==> config.mk <==
export PLATFORM = sky130hd
export DESIGN_NAME = sfl_block_lock
export DESIGN_NICKNAME = d
export VERILOG_FILES = /design/src/sfl_pkg.sv /design/src/sfl_block_lock.sv
export SDC_FILE = /design/constraint.sdc
export NUM_CORES = 2
export LEC_CHECK = 0
export BUFFER_PORTS_ARGS = -buffer_cell sky130_fd_sc_hd__buf_2
export CELL_PAD_IN_SITES_DETAIL_PLACEMENT = 0
export CELL_PAD_IN_SITES_GLOBAL_PLACEMENT = 1
export CORE_MARGIN = 4
export CORE_UTILIZATION = 40
export DETAILED_ROUTE_END_ITERATION = 7
export HOLD_SLACK_MARGIN = 0.05
export PLACE_DENSITY = 0.67
export SETUP_SLACK_MARGIN = 0.15
export SLEW_MARGIN = 20
export SYNTH_ARGS = -nofsm -noshare
export SYNTH_HDL_FRONTEND = slang
export SYNTH_SLANG_ARGS = --single-unit
==> constraint.sdc <==
create_clock -name core_clk -period 6.2 [get_ports core_clk]
set_input_delay 1.24 -clock core_clk [delete_from_list [all_inputs] [get_ports core_clk]]
set_output_delay 1.24 -clock core_clk [all_outputs]
set_load 0.1 [all_outputs]
==> src/sfl_pkg.sv <==
// Behaviour
// - at power-up every block and sector lock bit is set to one
// - single lock command 36h sets the addressed region's lock bit
// - single unlock command 39h clears the addressed region's lock bit
// - one lock bit per 4KB sector in top and bottom sixteen, else per 64KB
// - gang lock command 7Eh sets every lock bit at once
// - gang unlock command 98h clears every lock bit at once
// - lock commands and lock-status read act only in individual protection mode
// - single lock/unlock is opcode then three or four address bytes
// - address bytes follow address mode, three by default, four in wide mode
// - gang lock/unlock is the opcode byte alone
// - these commands are rejected unless chip select rises on a byte boundary
// - lock-status read 3Ch returns the region's status in the first output byte
// - status reads one when the region is protected, zero when open
// - fail-flag clear resets both program and erase fail flags
// - after busy output enable, serial output shows ready/busy in continuous program
// - after busy output disable, serial output stops showing ready/busy
// - parameter read is 5Ah, three address bytes, one dummy, then data out
// - raising chip select at any point ends the parameter read
// - write protect pin low protects everything in individual protection mode
// - fail-flag clear uses opcode 30h
// - program fail flag sets when programming a protected region
package sfl_pkg;
  localparam logic [7:0] OP_SINGLE_LOCK = 8'h36;
  localparam logic [7:0] OP_SINGLE_UNLOCK = 8'h39;
  localparam logic [7:0] OP_GANG_LOCK = 8'h7e;
  localparam logic [7:0] OP_GANG_UNLOCK = 8'h98;
  localparam logic [7:0] OP_LOCK_STATUS = 8'h3c;
  localparam logic [7:0] OP_FAIL_CLEAR = 8'h30;
  localparam logic [7:0] OP_BUSY_OUT_EN = 8'h70;
  localparam logic [7:0] OP_BUSY_OUT_DIS = 8'h80;
  localparam logic [7:0] OP_PARAM_READ = 8'h5a;
  localparam logic [2:0] ADDR_BYTES_NARROW = 3'h3;
  localparam logic [2:0] ADDR_BYTES_WIDE = 3'h4;
  localparam logic [2:0] PARAM_ADDR_BYTES = 3'h3;
  localparam logic [3:0] OPCODE_ONLY_LEN = 4'h1;
  localparam int NUM_LOCK = 542;
  localparam int BLK_MSB = 24;
  localparam int BLK_LSB = 16;
  localparam int SECT_MSB = 15;
  localparam int SECT_LSB = 12;
  localparam logic [8:0] BLK_BOTTOM = 9'h000;
  localparam logic [8:0] BLK_TOP = 9'h1ff;
  localparam logic [9:0] LOCK_TOP_BASE = 10'h010;
  // uniform block n sits at n + 31: skips the 32 sector bits, block 0 has none
  localparam logic [9:0] LOCK_BLK_BASE = 10'h01f;
  localparam logic LOCK_RESET = 1'b1;
  localparam logic [7:0] STATUS_LOCKED = 8'h01;
  localparam logic [7:0] STATUS_OPEN = 8'h00;
  localparam logic [3:0] PIN_IDLE = 4'h9;

  typedef struct packed {
    logic cs_n;
    logic sclk;
    logic si;
    logic wp_n;
  } sfl_pins_type;

  typedef enum logic [2:0] {PH_OPCODE, PH_ADDR, PH_DUMMY, PH_OUT, PH_TAIL} sfl_phase_type;
endpackage

==> src/sfl_block_lock.sv <==
`timescale 1ns/1ns
module sfl_block_lock (
  input wire logic core_clk, // 25 MHz core clock
  input wire logic srst, // synchronous reset, active high
  input sfl_pkg::sfl_pins_type pins, // chip select, serial clock, serial in, write protect
  input wire logic individual_protect_select, // individual protection mode bit
  input wire logic wide_address_mode, // four address bytes when high
  input wire logic write_enable_latch, // write enable latch state
  input wire logic continuous_program_mode, // device is in continuous program mode
  input wire logic array_busy, // program or erase in progress
  input wire logic [31:0] chk_addr, // array engine target address
  input wire logic program_attempt, // pulse: program starts at chk_addr
  input wire logic erase_attempt, // pulse: erase starts at chk_addr
  input wire logic program_fail_evt, // pulse: program failed
  input wire logic erase_fail_evt, // pulse: erase failed
  input wire logic [7:0] param_data, // parameter table byte at param_addr_r
  output logic so_r, // serial output data
  output logic so_oe_n_r, // serial output enable, low drives
  output logic chk_locked_r, // chk_addr region refuses program and erase
  output logic program_fail_r, // program fail flag
  output logic erase_fail_r, // erase fail flag
  output logic busy_output_en_r, // ready/busy on serial output enabled
  output logic lock_cmd_done_r, // pulse: lock bits changed
  output logic [23:0] param_addr_r // parameter table byte address
);
  logic [3:0] s1_r;
  logic [3:0] s2_r;
  logic [3:0] s3_r;
  logic [3:0] filt_nxt;
  sfl_pkg::sfl_pins_type filt_r;
  sfl_pkg::sfl_pins_type filt_d_r;
  sfl_pkg::sfl_phase_type phase_r;
  sfl_pkg::sfl_phase_type phase_nxt;
  logic [2:0] bit_cnt_r;
  logic [2:0] bit_cnt_nxt;
  logic [3:0] byte_cnt_r;
  logic [3:0] byte_cnt_nxt;
  logic [7:0] shift_r;
  logic [7:0] shift_nxt;
  logic [7:0] opcode_r;
  logic [7:0] opcode_nxt;
  logic [2:0] addr_bytes_r;
  logic [2:0] addr_bytes_nxt;
  logic [2:0] addr_left_r;
  logic [2:0] addr_left_nxt;
  logic [31:0] addr_r;
  logic [31:0] addr_nxt;
  logic [7:0] out_sh_r;
  logic [7:0] out_sh_nxt;
  logic [23:0] param_addr_nxt;
  logic so_nxt;
  logic so_oe_n_nxt;
  logic [sfl_pkg::NUM_LOCK-1:0] lock_r;

  // pins: three stages, a level counts once stages two and three agree
  genvar gi;
  generate
    for (gi = 0; gi < 4; gi++) begin : g_sync
      always_ff @(posedge core_clk) begin
        if (srst) begin
          s1_r[gi] <= sfl_pkg::PIN_IDLE[gi];
          s2_r[gi] <= sfl_pkg::PIN_IDLE[gi];
          s3_r[gi] <= sfl_pkg::PIN_IDLE[gi];
        end else begin
          s1_r[gi] <= pins[gi];
          s2_r[gi] <= s1_r[gi];
          s3_r[gi] <= s2_r[gi];
        end
      end
      assign filt_nxt[gi] = (s2_r[gi] == s3_r[gi]) ? s3_r[gi] : filt_r[gi];
    end
  endgenerate

  always_ff @(posedge core_clk) begin
    if (srst) begin
      filt_r <= sfl_pkg::PIN_IDLE;
      filt_d_r <= sfl_pkg::PIN_IDLE;
    end else begin
      filt_r <= filt_nxt;
      filt_d_r <= filt_r;
    end
  end

  function automatic logic [9:0] lock_idx(input logic [31:0] a);
    logic [8:0] blk;
    blk = a[sfl_pkg::BLK_MSB:sfl_pkg::BLK_LSB];
    if (blk == sfl_pkg::BLK_BOTTOM) begin
      lock_idx = {6'h00, a[sfl_pkg::SECT_MSB:sfl_pkg::SECT_LSB]};
    end else if (blk == sfl_pkg::BLK_TOP) begin
      lock_idx = sfl_pkg::LOCK_TOP_BASE + {6'h00, a[sfl_pkg::SECT_MSB:sfl_pkg::SECT_LSB]};
    end else begin
      lock_idx = sfl_pkg::LOCK_BLK_BASE + {1'b0, blk};
    end
  endfunction

  // bp mode protection lives elsewhere, so outside individual mode this reports open
  function automatic logic region_locked(input logic [31:0] a);
    region_locked = individual_protect_select & (lock_r[lock_idx(a)] | ~filt_r.wp_n);
  endfunction

  wire cs_low = ~filt_r.cs_n;
  wire cs_fall = filt_d_r.cs_n & ~filt_r.cs_n;
  wire cs_rise = ~filt_d_r.cs_n & filt_r.cs_n;
  wire sclk_rise = cs_low & ~filt_d_r.sclk & filt_r.sclk;
  wire sclk_fall = cs_low & filt_d_r.sclk & ~filt_r.sclk;
  wire byte_done = sclk_rise & (bit_cnt_r == 3'h7);
  wire [7:0] rx_byte = {shift_r[6:0], filt_r.si};
  wire [31:0] addr_full = {addr_r[23:0], rx_byte};
  wire last_addr = (phase_r == sfl_pkg::PH_ADDR) & (addr_left_r == 3'h1);
  wire rx_lock_cmd = (rx_byte == sfl_pkg::OP_SINGLE_LOCK) | (rx_byte == sfl_pkg::OP_SINGLE_UNLOCK) |
                     (rx_byte == sfl_pkg::OP_LOCK_STATUS);
  wire is_param = opcode_r == sfl_pkg::OP_PARAM_READ;
  wire is_status = opcode_r == sfl_pkg::OP_LOCK_STATUS;
  wire [7:0] status_byte = region_locked(last_addr ? addr_full : addr_r) ?
                           sfl_pkg::STATUS_LOCKED : sfl_pkg::STATUS_OPEN;

  // commands only count when chip select rises on a byte boundary
  wire on_boundary = cs_rise & (bit_cnt_r == 3'h0);
  wire single_len = byte_cnt_r == (sfl_pkg::OPCODE_ONLY_LEN + {1'b0, addr_bytes_r});
  wire opcode_len = byte_cnt_r == sfl_pkg::OPCODE_ONLY_LEN;
  wire lock_allowed = individual_protect_select & write_enable_latch;
  wire exec_single = on_boundary & lock_allowed & single_len &
                     ((opcode_r == sfl_pkg::OP_SINGLE_LOCK) | (opcode_r == sfl_pkg::OP_SINGLE_UNLOCK));
  wire exec_gang = on_boundary & lock_allowed & opcode_len &
                   ((opcode_r == sfl_pkg::OP_GANG_LOCK) | (opcode_r == sfl_pkg::OP_GANG_UNLOCK));
  wire exec_clear = on_boundary & opcode_len & (opcode_r == sfl_pkg::OP_FAIL_CLEAR);
  wire exec_busy_en = on_boundary & opcode_len & (opcode_r == sfl_pkg::OP_BUSY_OUT_EN);
  wire exec_busy_dis = on_boundary & opcode_len & (opcode_r == sfl_pkg::OP_BUSY_OUT_DIS);

  wire chk_locked_c = region_locked(chk_addr);
  wire busy_on_so = busy_output_en_r & continuous_program_mode & cs_low;

  always_comb begin
    phase_nxt = phase_r;
    bit_cnt_nxt = bit_cnt_r;
    byte_cnt_nxt = byte_cnt_r;
    shift_nxt = shift_r;
    opcode_nxt = opcode_r;
    addr_bytes_nxt = addr_bytes_r;
    addr_left_nxt = addr_left_r;
    addr_nxt = addr_r;
    out_sh_nxt = out_sh_r;
    param_addr_nxt = param_addr_r;
    if (cs_fall) begin
      phase_nxt = sfl_pkg::PH_OPCODE;
      bit_cnt_nxt = 3'h0;
      byte_cnt_nxt = 4'h0;
      addr_nxt = 32'h0000_0000;
    end else if (sclk_rise) begin
      shift_nxt = rx_byte;
      bit_cnt_nxt = bit_cnt_r + 3'h1;
    end
    if (byte_done) begin
      if (byte_cnt_r != 4'hf) begin
        byte_cnt_nxt = byte_cnt_r + 4'h1;
      end
      case (phase_r)
        sfl_pkg::PH_OPCODE: begin
          opcode_nxt = rx_byte;
          addr_bytes_nxt = wide_address_mode ? sfl_pkg::ADDR_BYTES_WIDE : sfl_pkg::ADDR_BYTES_NARROW;
          addr_left_nxt = addr_bytes_nxt;
          if (rx_lock_cmd & individual_protect_select) begin
            phase_nxt = sfl_pkg::PH_ADDR;
          end else if (rx_byte == sfl_pkg::OP_PARAM_READ) begin
            phase_nxt = sfl_pkg::PH_ADDR;
            addr_left_nxt = sfl_pkg::PARAM_ADDR_BYTES;
          end else begin
            phase_nxt = sfl_pkg::PH_TAIL;
          end
        end
        sfl_pkg::PH_ADDR: begin
          addr_nxt = addr_full;
          addr_left_nxt = addr_left_r - 3'h1;
          if (last_addr) begin
            if (is_param) begin
              phase_nxt = sfl_pkg::PH_DUMMY;
              param_addr_nxt = addr_full[23:0];
            end else if (is_status) begin
              phase_nxt = sfl_pkg::PH_OUT;
              out_sh_nxt = status_byte;
            end else begin
              phase_nxt = sfl_pkg::PH_TAIL;
            end
          end
        end
        sfl_pkg::PH_DUMMY: begin
          phase_nxt = sfl_pkg::PH_OUT;
          out_sh_nxt = param_data;
          param_addr_nxt = param_addr_r + 24'h000001;
        end
        sfl_pkg::PH_OUT: begin
          // status read repeats its byte; parameter read streams until chip select rises
          if (is_param) begin
            out_sh_nxt = param_data;
            param_addr_nxt = param_addr_r + 24'h000001;
          end else begin
            out_sh_nxt = status_byte;
          end
        end
        default: begin
          phase_nxt = sfl_pkg::PH_TAIL;
        end
      endcase
    end else if (sclk_fall & (phase_r == sfl_pkg::PH_OUT)) begin
      out_sh_nxt = {out_sh_r[6:0], 1'b0};
    end
  end

  // data changes on the falling edge so it is stable when the host samples it at the end of the high phase
  always_comb begin
    so_nxt = so_r;
    so_oe_n_nxt = 1'b1;
    if (cs_low & (phase_r == sfl_pkg::PH_OUT)) begin
      so_oe_n_nxt = 1'b0;
      if (sclk_fall) begin
        so_nxt = out_sh_r[7];
      end
    end else if (busy_on_so) begin
      so_oe_n_nxt = 1'b0;
      so_nxt = ~array_busy;
    end
  end

  always_ff @(posedge core_clk) begin
    if (srst) begin
      phase_r <= sfl_pkg::PH_TAIL;
      bit_cnt_r <= 3'h0;
      byte_cnt_r <= 4'h0;
      shift_r <= 8'h00;
      opcode_r <= 8'h00;
      addr_bytes_r <= sfl_pkg::ADDR_BYTES_NARROW;
      addr_left_r <= 3'h0;
      addr_r <= 32'h0000_0000;
      out_sh_r <= 8'h00;
      param_addr_r <= 24'h000000;
    end else begin
      phase_r <= phase_nxt;
      bit_cnt_r <= bit_cnt_nxt;
      byte_cnt_r <= byte_cnt_nxt;
      shift_r <= shift_nxt;
      opcode_r <= opcode_nxt;
      addr_bytes_r <= addr_bytes_nxt;
      addr_left_r <= addr_left_nxt;
      addr_r <= addr_nxt;
      out_sh_r <= out_sh_nxt;
      param_addr_r <= param_addr_nxt;
    end
  end

  always_ff @(posedge core_clk) begin
    if (srst) begin
      lock_r <= {sfl_pkg::NUM_LOCK{sfl_pkg::LOCK_RESET}};
    end else if (exec_gang) begin
      lock_r <= {sfl_pkg::NUM_LOCK{opcode_r == sfl_pkg::OP_GANG_LOCK}};
    end else if (exec_single) begin
      lock_r[lock_idx(addr_r)] <= opcode_r == sfl_pkg::OP_SINGLE_LOCK;
    end
  end

  // a failure landing with the clear still sets the flag
  always_ff @(posedge core_clk) begin
    if (srst) begin
      program_fail_r <= 1'b0;
      erase_fail_r <= 1'b0;
      busy_output_en_r <= 1'b0;
      chk_locked_r <= 1'b1;
      lock_cmd_done_r <= 1'b0;
      so_r <= 1'b0;
      so_oe_n_r <= 1'b1;
    end else begin
      program_fail_r <= (program_fail_r & ~exec_clear) | program_fail_evt | (program_attempt & chk_locked_c);
      erase_fail_r <= (erase_fail_r & ~exec_clear) | erase_fail_evt | (erase_attempt & chk_locked_c);
      busy_output_en_r <= exec_busy_en | (busy_output_en_r & ~exec_busy_dis);
      chk_locked_r <= chk_locked_c;
      lock_cmd_done_r <= exec_single | exec_gang;
      so_r <= so_nxt;
      so_oe_n_r <= so_oe_n_nxt;
    end
  end
endmodule

Word level (Yosys, flattened, before mapping)
Cells that the tools add are included.
- $add $sub $neg: 11
- $lt $le $gt $ge: 4
- equality and inequality tests: 36
- multiplexer cells: 54
- bitwise logic cells: 52
- reductions and logical operators: 18
- operator list (operator ; count):
    $mux 542 ; 2
    $bwmux 542 ; 1
    $mux 32 ; 3
    $mux 10 ; 9
    $mux 24 ; 3
    $pmux 24 s3 ; 1
    $eq 8x6->1 const B ; 7
    $mux 8 ; 6
    $lt 10x11->1 const B ; 3
    $eq 8x7->1 const B ; 4
    $and 1x1->1 ; 31
    $add 5x9->10 const A ; 3
    $mux 3 ; 10
    $eq 9x9->1 const B ; 3
    $logic_not 9->1 ; 3
    $mux 25 ; 1
    $add 24x1->24 const B ; 1
    $pmux 8 s3 ; 1
    $bmux 1 s10 ; 2
    $add 5x4->6 const A ; 3
    $eq 8x8->1 const B ; 2
    $mux 4 ; 3
    $or 1x1->1 ; 12
    $pmux 3 s4 ; 1
    26 further kinds ; 60
- bits in registers: 662
- bits of input ports: 55
- output and inout port bits: 31

Logic depth before layout (Yosys ltp)
- depth in word-level cells: 16
- gate-level depth with buffers: 24
- gate-level depth less buffers: 19

Worst setup path after synthesis
OpenSTA, ideal clock, no wires.
- path kind: input to register
- start point: input port chk_addr[16]
- end point: register chk_locked_r
- arrival time: 4.800 ns
- required time: 6.086 ns
- path slack: 1.286 ns
- stages: 16
- buffers on the path: 4
- path through: inv_1 ha_1 or4b_1 o22a_1 buf_2 mux2_2 clkbuf_1 buf_1 clkbuf_1 nand3_1 a311oi_1 nor3_1 or4_1 nand4b_1 nand4_1 a21o_1
- cells in the longest elaborated chain, start to end: 7
- RTL lines (element ; RTL line ; RTL):
    from (decl) ; sfl_block_lock.sv:11 ; input wire logic [31:0] chk_addr,
    $add 5x9->10 / $eq 9x9->1 (equally long branches) ; sfl_block_lock.sv:92, sfl_block_lock.sv:89 ;
    $mux 10 ; sfl_block_lock.sv:89 ; end else if (blk == sfl_pkg::BLK_TOP) begin
    $mux 10 (*) ; sfl_block_lock.sv:87 ; if (blk == sfl_pkg::BLK_BOTTOM) begin
    $bmux 1 s10 (*) ; sfl_block_lock.sv:98 ; region_locked = individual_protect_select & (lock_r[lock_idx(a)] | ~filt_r.wp_n);
    $mux 1 (not written as such) (*) ; sfl_block_lock.sv:98 ;
    $or 1x1->1 (*) ; sfl_block_lock.sv:98 ;
    $and 1x1->1 (*) ; sfl_block_lock.sv:98 ;
    to (signal assigned) ; sfl_block_lock.sv:274 ; chk_locked_r <= chk_locked_c;
    to (decl) ; sfl_block_lock.sv:19 ; output logic chk_locked_r,
Every way passes the cells marked *; elsewhere a longest branch is shown, timed or not. The select of a mux whose other input is x is not followed.
A chain may end at the register's enable or synchronous reset.

Final worst setup path
- start point: register addr_left_r[1]
- end point: register out_sh_r[0]
- cells in the longest elaborated chain, start to end: 16
- RTL lines (element ; RTL line ; RTL):
    from (decl) ; sfl_block_lock.sv:44 ; logic [2:0] addr_left_r;
    from (signal assigned) ; sfl_block_lock.sv:243 ; addr_left_r <= addr_left_nxt;
    $eq 3x1->1 (*) ; sfl_block_lock.sv:109 ; wire last_addr = (phase_r == sfl_pkg::PH_ADDR) & (addr_left_r == 3'h1);
    $and 1x1->1 (*) ; sfl_block_lock.sv:109 ;
    $mux 25 ; sfl_block_lock.sv:114 ; wire [7:0] status_byte = region_locked(last_addr ? addr_full : addr_r) ?
    $add 5x9->10, or another cell as far along ; sfl_block_lock.sv:92 ; lock_idx = sfl_pkg::LOCK_BLK_BASE + {1'b0, blk};
    $mux 10 ; sfl_block_lock.sv:89 ;
    $mux 10 ; sfl_block_lock.sv:87 ;
    $bmux 1 s10 ; sfl_block_lock.sv:98 ;
    $mux 1 (not written as such) ; sfl_block_lock.sv:98 ;
    $or 1x1->1 ; sfl_block_lock.sv:98 ;
    $and 1x1->1 ; sfl_block_lock.sv:98 ;
    $mux 1 ; sfl_block_lock.sv:114 ;
    $mux 8 ; sfl_block_lock.sv:178 ; end else if (is_status) begin
    $mux 8 ; sfl_block_lock.sv:175 ; if (is_param) begin
    $mux 8 ; sfl_block_lock.sv:174 ; if (last_addr) begin
    $pmux 8 s3 ; sfl_block_lock.sv:157 ; case (phase_r)
    $mux 8 ; sfl_block_lock.sv:153 ; if (byte_done) begin
    to (signal assigned) ; sfl_block_lock.sv:245 ; out_sh_r <= out_sh_nxt;
    to (decl) ; sfl_block_lock.sv:48 ; logic [7:0] out_sh_r;
Marks and branches as above.

==> flow_metrics.env <==
export IMPL_grtUsageTotal=0.350
export IMPL_cts_tree="yes"
export IMPL_synth_top_cell_area_share=0.338
export IMPL_synth_edf_count=0
export IMPL_antenna_found_initial=8
export IMPL_cts_hold_buffers=0
export IMPL_synth_cell_types=89
export IMPL_drive_gt1_frac=0.127
export IMPL_dp_hpwl_mm=121
export IMPL_syn_area_um2=38800
export IMPL_hold_path_class="flip-flop to flip-flop"
export IMPL_power_share_sequential=0.436
export IMPL_cts_sinks=654
export IMPL_synthCells=4776
export IMPL_clock_power_share=0.497
export IMPL_slew_viol_final=0
export IMPL_outcome="finished, final reports clean"
export IMPL_cp_arrival_ns=6.50
export IMPL_die_area_um2=102000
export IMPL_place_congestion=0.984
export IMPL_grt_pass1_wl_mm=271
export IMPL_layout_area_overhead_vs_synth_pct=12.5
export IMPL_grt_start_max_net_pins=196
export IMPL_fmax_mhz=166
export IMPL_worstSetupPathType="flip-flop to flip-flop"
export IMPL_peakVddDrop_v=0.000185
export IMPL_port_buffers=66
export IMPL_num_rows=113
export IMPL_synth_sequential_area_ratio=0.338
export IMPL_yosysWarnings=0
export IMPL_die_w_um=319
export IMPL_met3_length_mm=20.5
export IMPL_ys_ff_latch=654
export IMPL_avgSynthCellArea_um2=8.12
export IMPL_firstDrtPassIters=6
export IMPL_overflow=0
export IMPL_setup_slack_ns=0.189
export IMPL_ys_async_sr_fraction=0
export IMPL_p_sw_frac=0.254
export IMPL_power_density_nw_per_um2=222
export IMPL_switchingPower_mw=2.45
export IMPL_setup_viol=0
export IMPL_n_fill_cell=9562
export IMPL_start_util=0.406
export IMPL_hold_depth=1
export IMPL_worst_pin_slew_ns=1.37
export IMPL_drt_total_wl_mm=187
export IMPL_worst_setup_path_start_kind="flip-flop"
export IMPL_ys_flop_type="dfxtp_1"
export IMPL_clock_skew_ns=0.0194
export IMPL_grt_pass1_vias=37632
export IMPL_endpoint_kind="flip-flop"
export IMPL_dr_wl_met2_mm=77.1
export IMPL_coreArea_um2=95600
export IMPL_yosys_area_top_type="dfxtp_1"
export IMPL_cts_buffers_inserted=80
export IMPL_synth_nets=4847
export IMPL_viasPerCell=6.92
export IMPL_wl_per_cell_um=31.5
export IMPL_synth_area_leaders="dfxtp_1 (34%), o211ai_1 (15%), nand2_1 (6.8%)"
export IMPL_setup_tns_ns=0
export IMPL_vias=41125
export IMPL_pre_cts_ws_ns=0.149
export IMPL_final_cells=5944
export IMPL_io_pins=86
export IMPL_drt_antenna_violating_nets=0
export IMPL_p_leak_nw=15.8
export IMPL_post_route_min_period_ns=6.01
export IMPL_htreeDepth=3
export IMPL_critPathMaxFanout=13
export IMPL_seq_area_um2=13100
export IMPL_rr_worst_depth=20
export IMPL_dp_cells=5796
export IMPL_slew_headroom=0.0869
export IMPL_internal_power_mw=7.21
export IMPL_power_frac_comb=0.067
export IMPL_root_buffer="clkbuf_16"
export IMPL_finalHoldViolCount=0
export IMPL_fin_nets=4691
export IMPL_clk_pin_slew_ns=0.06
export IMPL_drcViolationCount=0
export IMPL_clk_path_buf_depth=3
export IMPL_wl_met1_mm=78.4
export IMPL_period_share=0.969
export IMPL_multiInputGateArea_um2=23600
export IMPL_fp_dieH_um=319
export IMPL_rsz0062_at_grt="false"
export IMPL_cap_violations=0
export IMPL_cp_required_ns=6.69
export IMPL_clock_latency_ns=0.66
export IMPL_drt_initial_drc_count=6212
export IMPL_highest_layer="met5"
[cell usage after synthesis (46+ instances only)]
library cell,count
nand3_1,223
buf_1,46
nor2_1,222
buf_2,69
a21oi_1,167
o211ai_1,757
a311oi_1,47
o22ai_1,71
nor3_1,61
nand2_1,707
mux2i_1,232
o21ai_0,93
a211oi_1,58
nand2b_1,61
o311ai_0,189
clkbuf_1,415
and3_1,108
dfxtp_1,654
[per-layer routing]
metal	track usage	vias up
met3	0.0773	500
met1	0.491	20116
li1	-	18114
met4	0.181	4
met5	0	-
met2	0.500	2391
[path summary, 6_finish.rpt]
kind	slack, ns	end	start
setup reg to reg	0.19	out_sh_r[0]$_SDFFE_PP0P_	addr_left_r[1]$_SDFFE_PP0P_
hold reg to reg	0.41	s2_r[0]$_SDFF_PP1_	s1_r[0]$_SDFF_PP1_
hold / removal	0.41	s2_r[0]$_SDFF_PP1_	s1_r[0]$_SDFF_PP1_
setup / recovery	0.19	out_sh_r[0]$_SDFFE_PP0P_	addr_left_r[1]$_SDFFE_PP0P_
[registers in the layout, summed over array words and instances (netlist names), 2 cells and up]
signal	count
filt_r	3
shift_r	7
opcode_r	8
s3_r	4
bit_cnt_r	3
byte_cnt_r	4
addr_r	25
filt_d_r	2
out_sh_r	8
addr_left_r	3
s2_r	4
s1_r	4
phase_r	3
addr_bytes_r	2
param_addr_r	24
lock_r	542
[area by class of cell]
cell class | count | area share
multi-input combinational | 3548 | 0.540
sequential | 654 | 0.300
timing repair buffer | 313 | 0.0618
clock buffer | 124 | 0.0562
tap | 1265 | 0.0363
clock inverter | 16 | 0.00341
inverter | 23 | 0.00198
antenna | 1 | 0.0000573
[power groups by stage]
stage,registers (mW),logic (mW),clock network (mW)
after global placement,4.30,0.622,0
after CTS,4.21,0.624,4.84
after detailed placement,4.30,0.622,0
final,4.21,0.649,4.81
after global routing,4.21,0.665,5.01
after floorplan,4.32,0.332,0
[worst max-delay path, cell delays in order, from the launching register on]
cell and delay [ns]:
dfxtp_1 0.32, inv_1 0.06, ha_1 0.19, nand2b_1 0.20, nor2_1 0.11, buf_4 0.21
a21oi_1 0.23, ha_1 0.20, or4b_1 0.45, nor4_2 0.42, nor2_1 0.31, a21oi_1 0.26
or2_2 0.40, buf_4 0.26, a31oi_1 0.11, o311ai_0 0.99, o22ai_1 0.21, o31ai_1 0.33
buf_4 0.22, a32o_2 0.23, a221oi_2 0.08
[through the flow]
step	hold WS (ns)	instance area, um2	utilization	total power, mW
2_1_floorplan	0.389	38800	-	4.65
3_3_place_gp	0.390	40900	0.428	4.92
3_5_place_dp	0.397	40900	0.428	4.93
4_1_cts	0.415	43600	0.456	9.67
5_1_grt	0.435	43600	0.457	9.88
6_report	0.411	43600	0.457	9.67
[kinds of logic after synthesis]
kind of cell               count (synthesis)  share of synthesized area
and+or+nand+nor                         1543                      0.183
buffers and inverters                    575                     0.0610
xor gates and xnor gates                  21                    0.00474
muxes                                    312                     0.0948
DFF                                      654                      0.338
adders and majority gates                 16                    0.00516
AOI/OAI and AO/OA                       1655                      0.314
[cells in the final DEF, fill, tap and decap left out, types with 17 or more instances in the layout]
master     instances
o211ai_1         757
nand2_1          695
dfxtp_1          654
mux2i_1          228
nand3_1          222
nor2_1           216
buf_4            207
o311ai_0         189
a21oi_1          166
and3_1           108
o21ai_0           91
clkbuf_16         84
o22ai_1           71
buf_2             65
nand2b_1          59
nor3_1            58
a211oi_1          58
a311oi_1          47
o32ai_1           44
mux4_2            40
a31oi_1           39
buf_12            39
mux2_2            37
nand4_1           24
inv_1             23
or2_2             21
nor2b_1           20
nor4_1            20
clkbuf_8          20
clkbuf_1          20
a22oi_1           19
a21o_1            19
o31ai_1           17
[what timing repair did]
| action | 4_1_cts | 5_1_grt |
|---|---|---|
| endpoints found under the setup margin | 1 | 1 |
| gates resized for setup | 0 | 9 |
| pin swaps | 1 | 0 |
| setup buffers | 5 | 0 |
| gates cloned | 1 | 0 |
No activity file was read; power rests on OpenSTA's default activity.
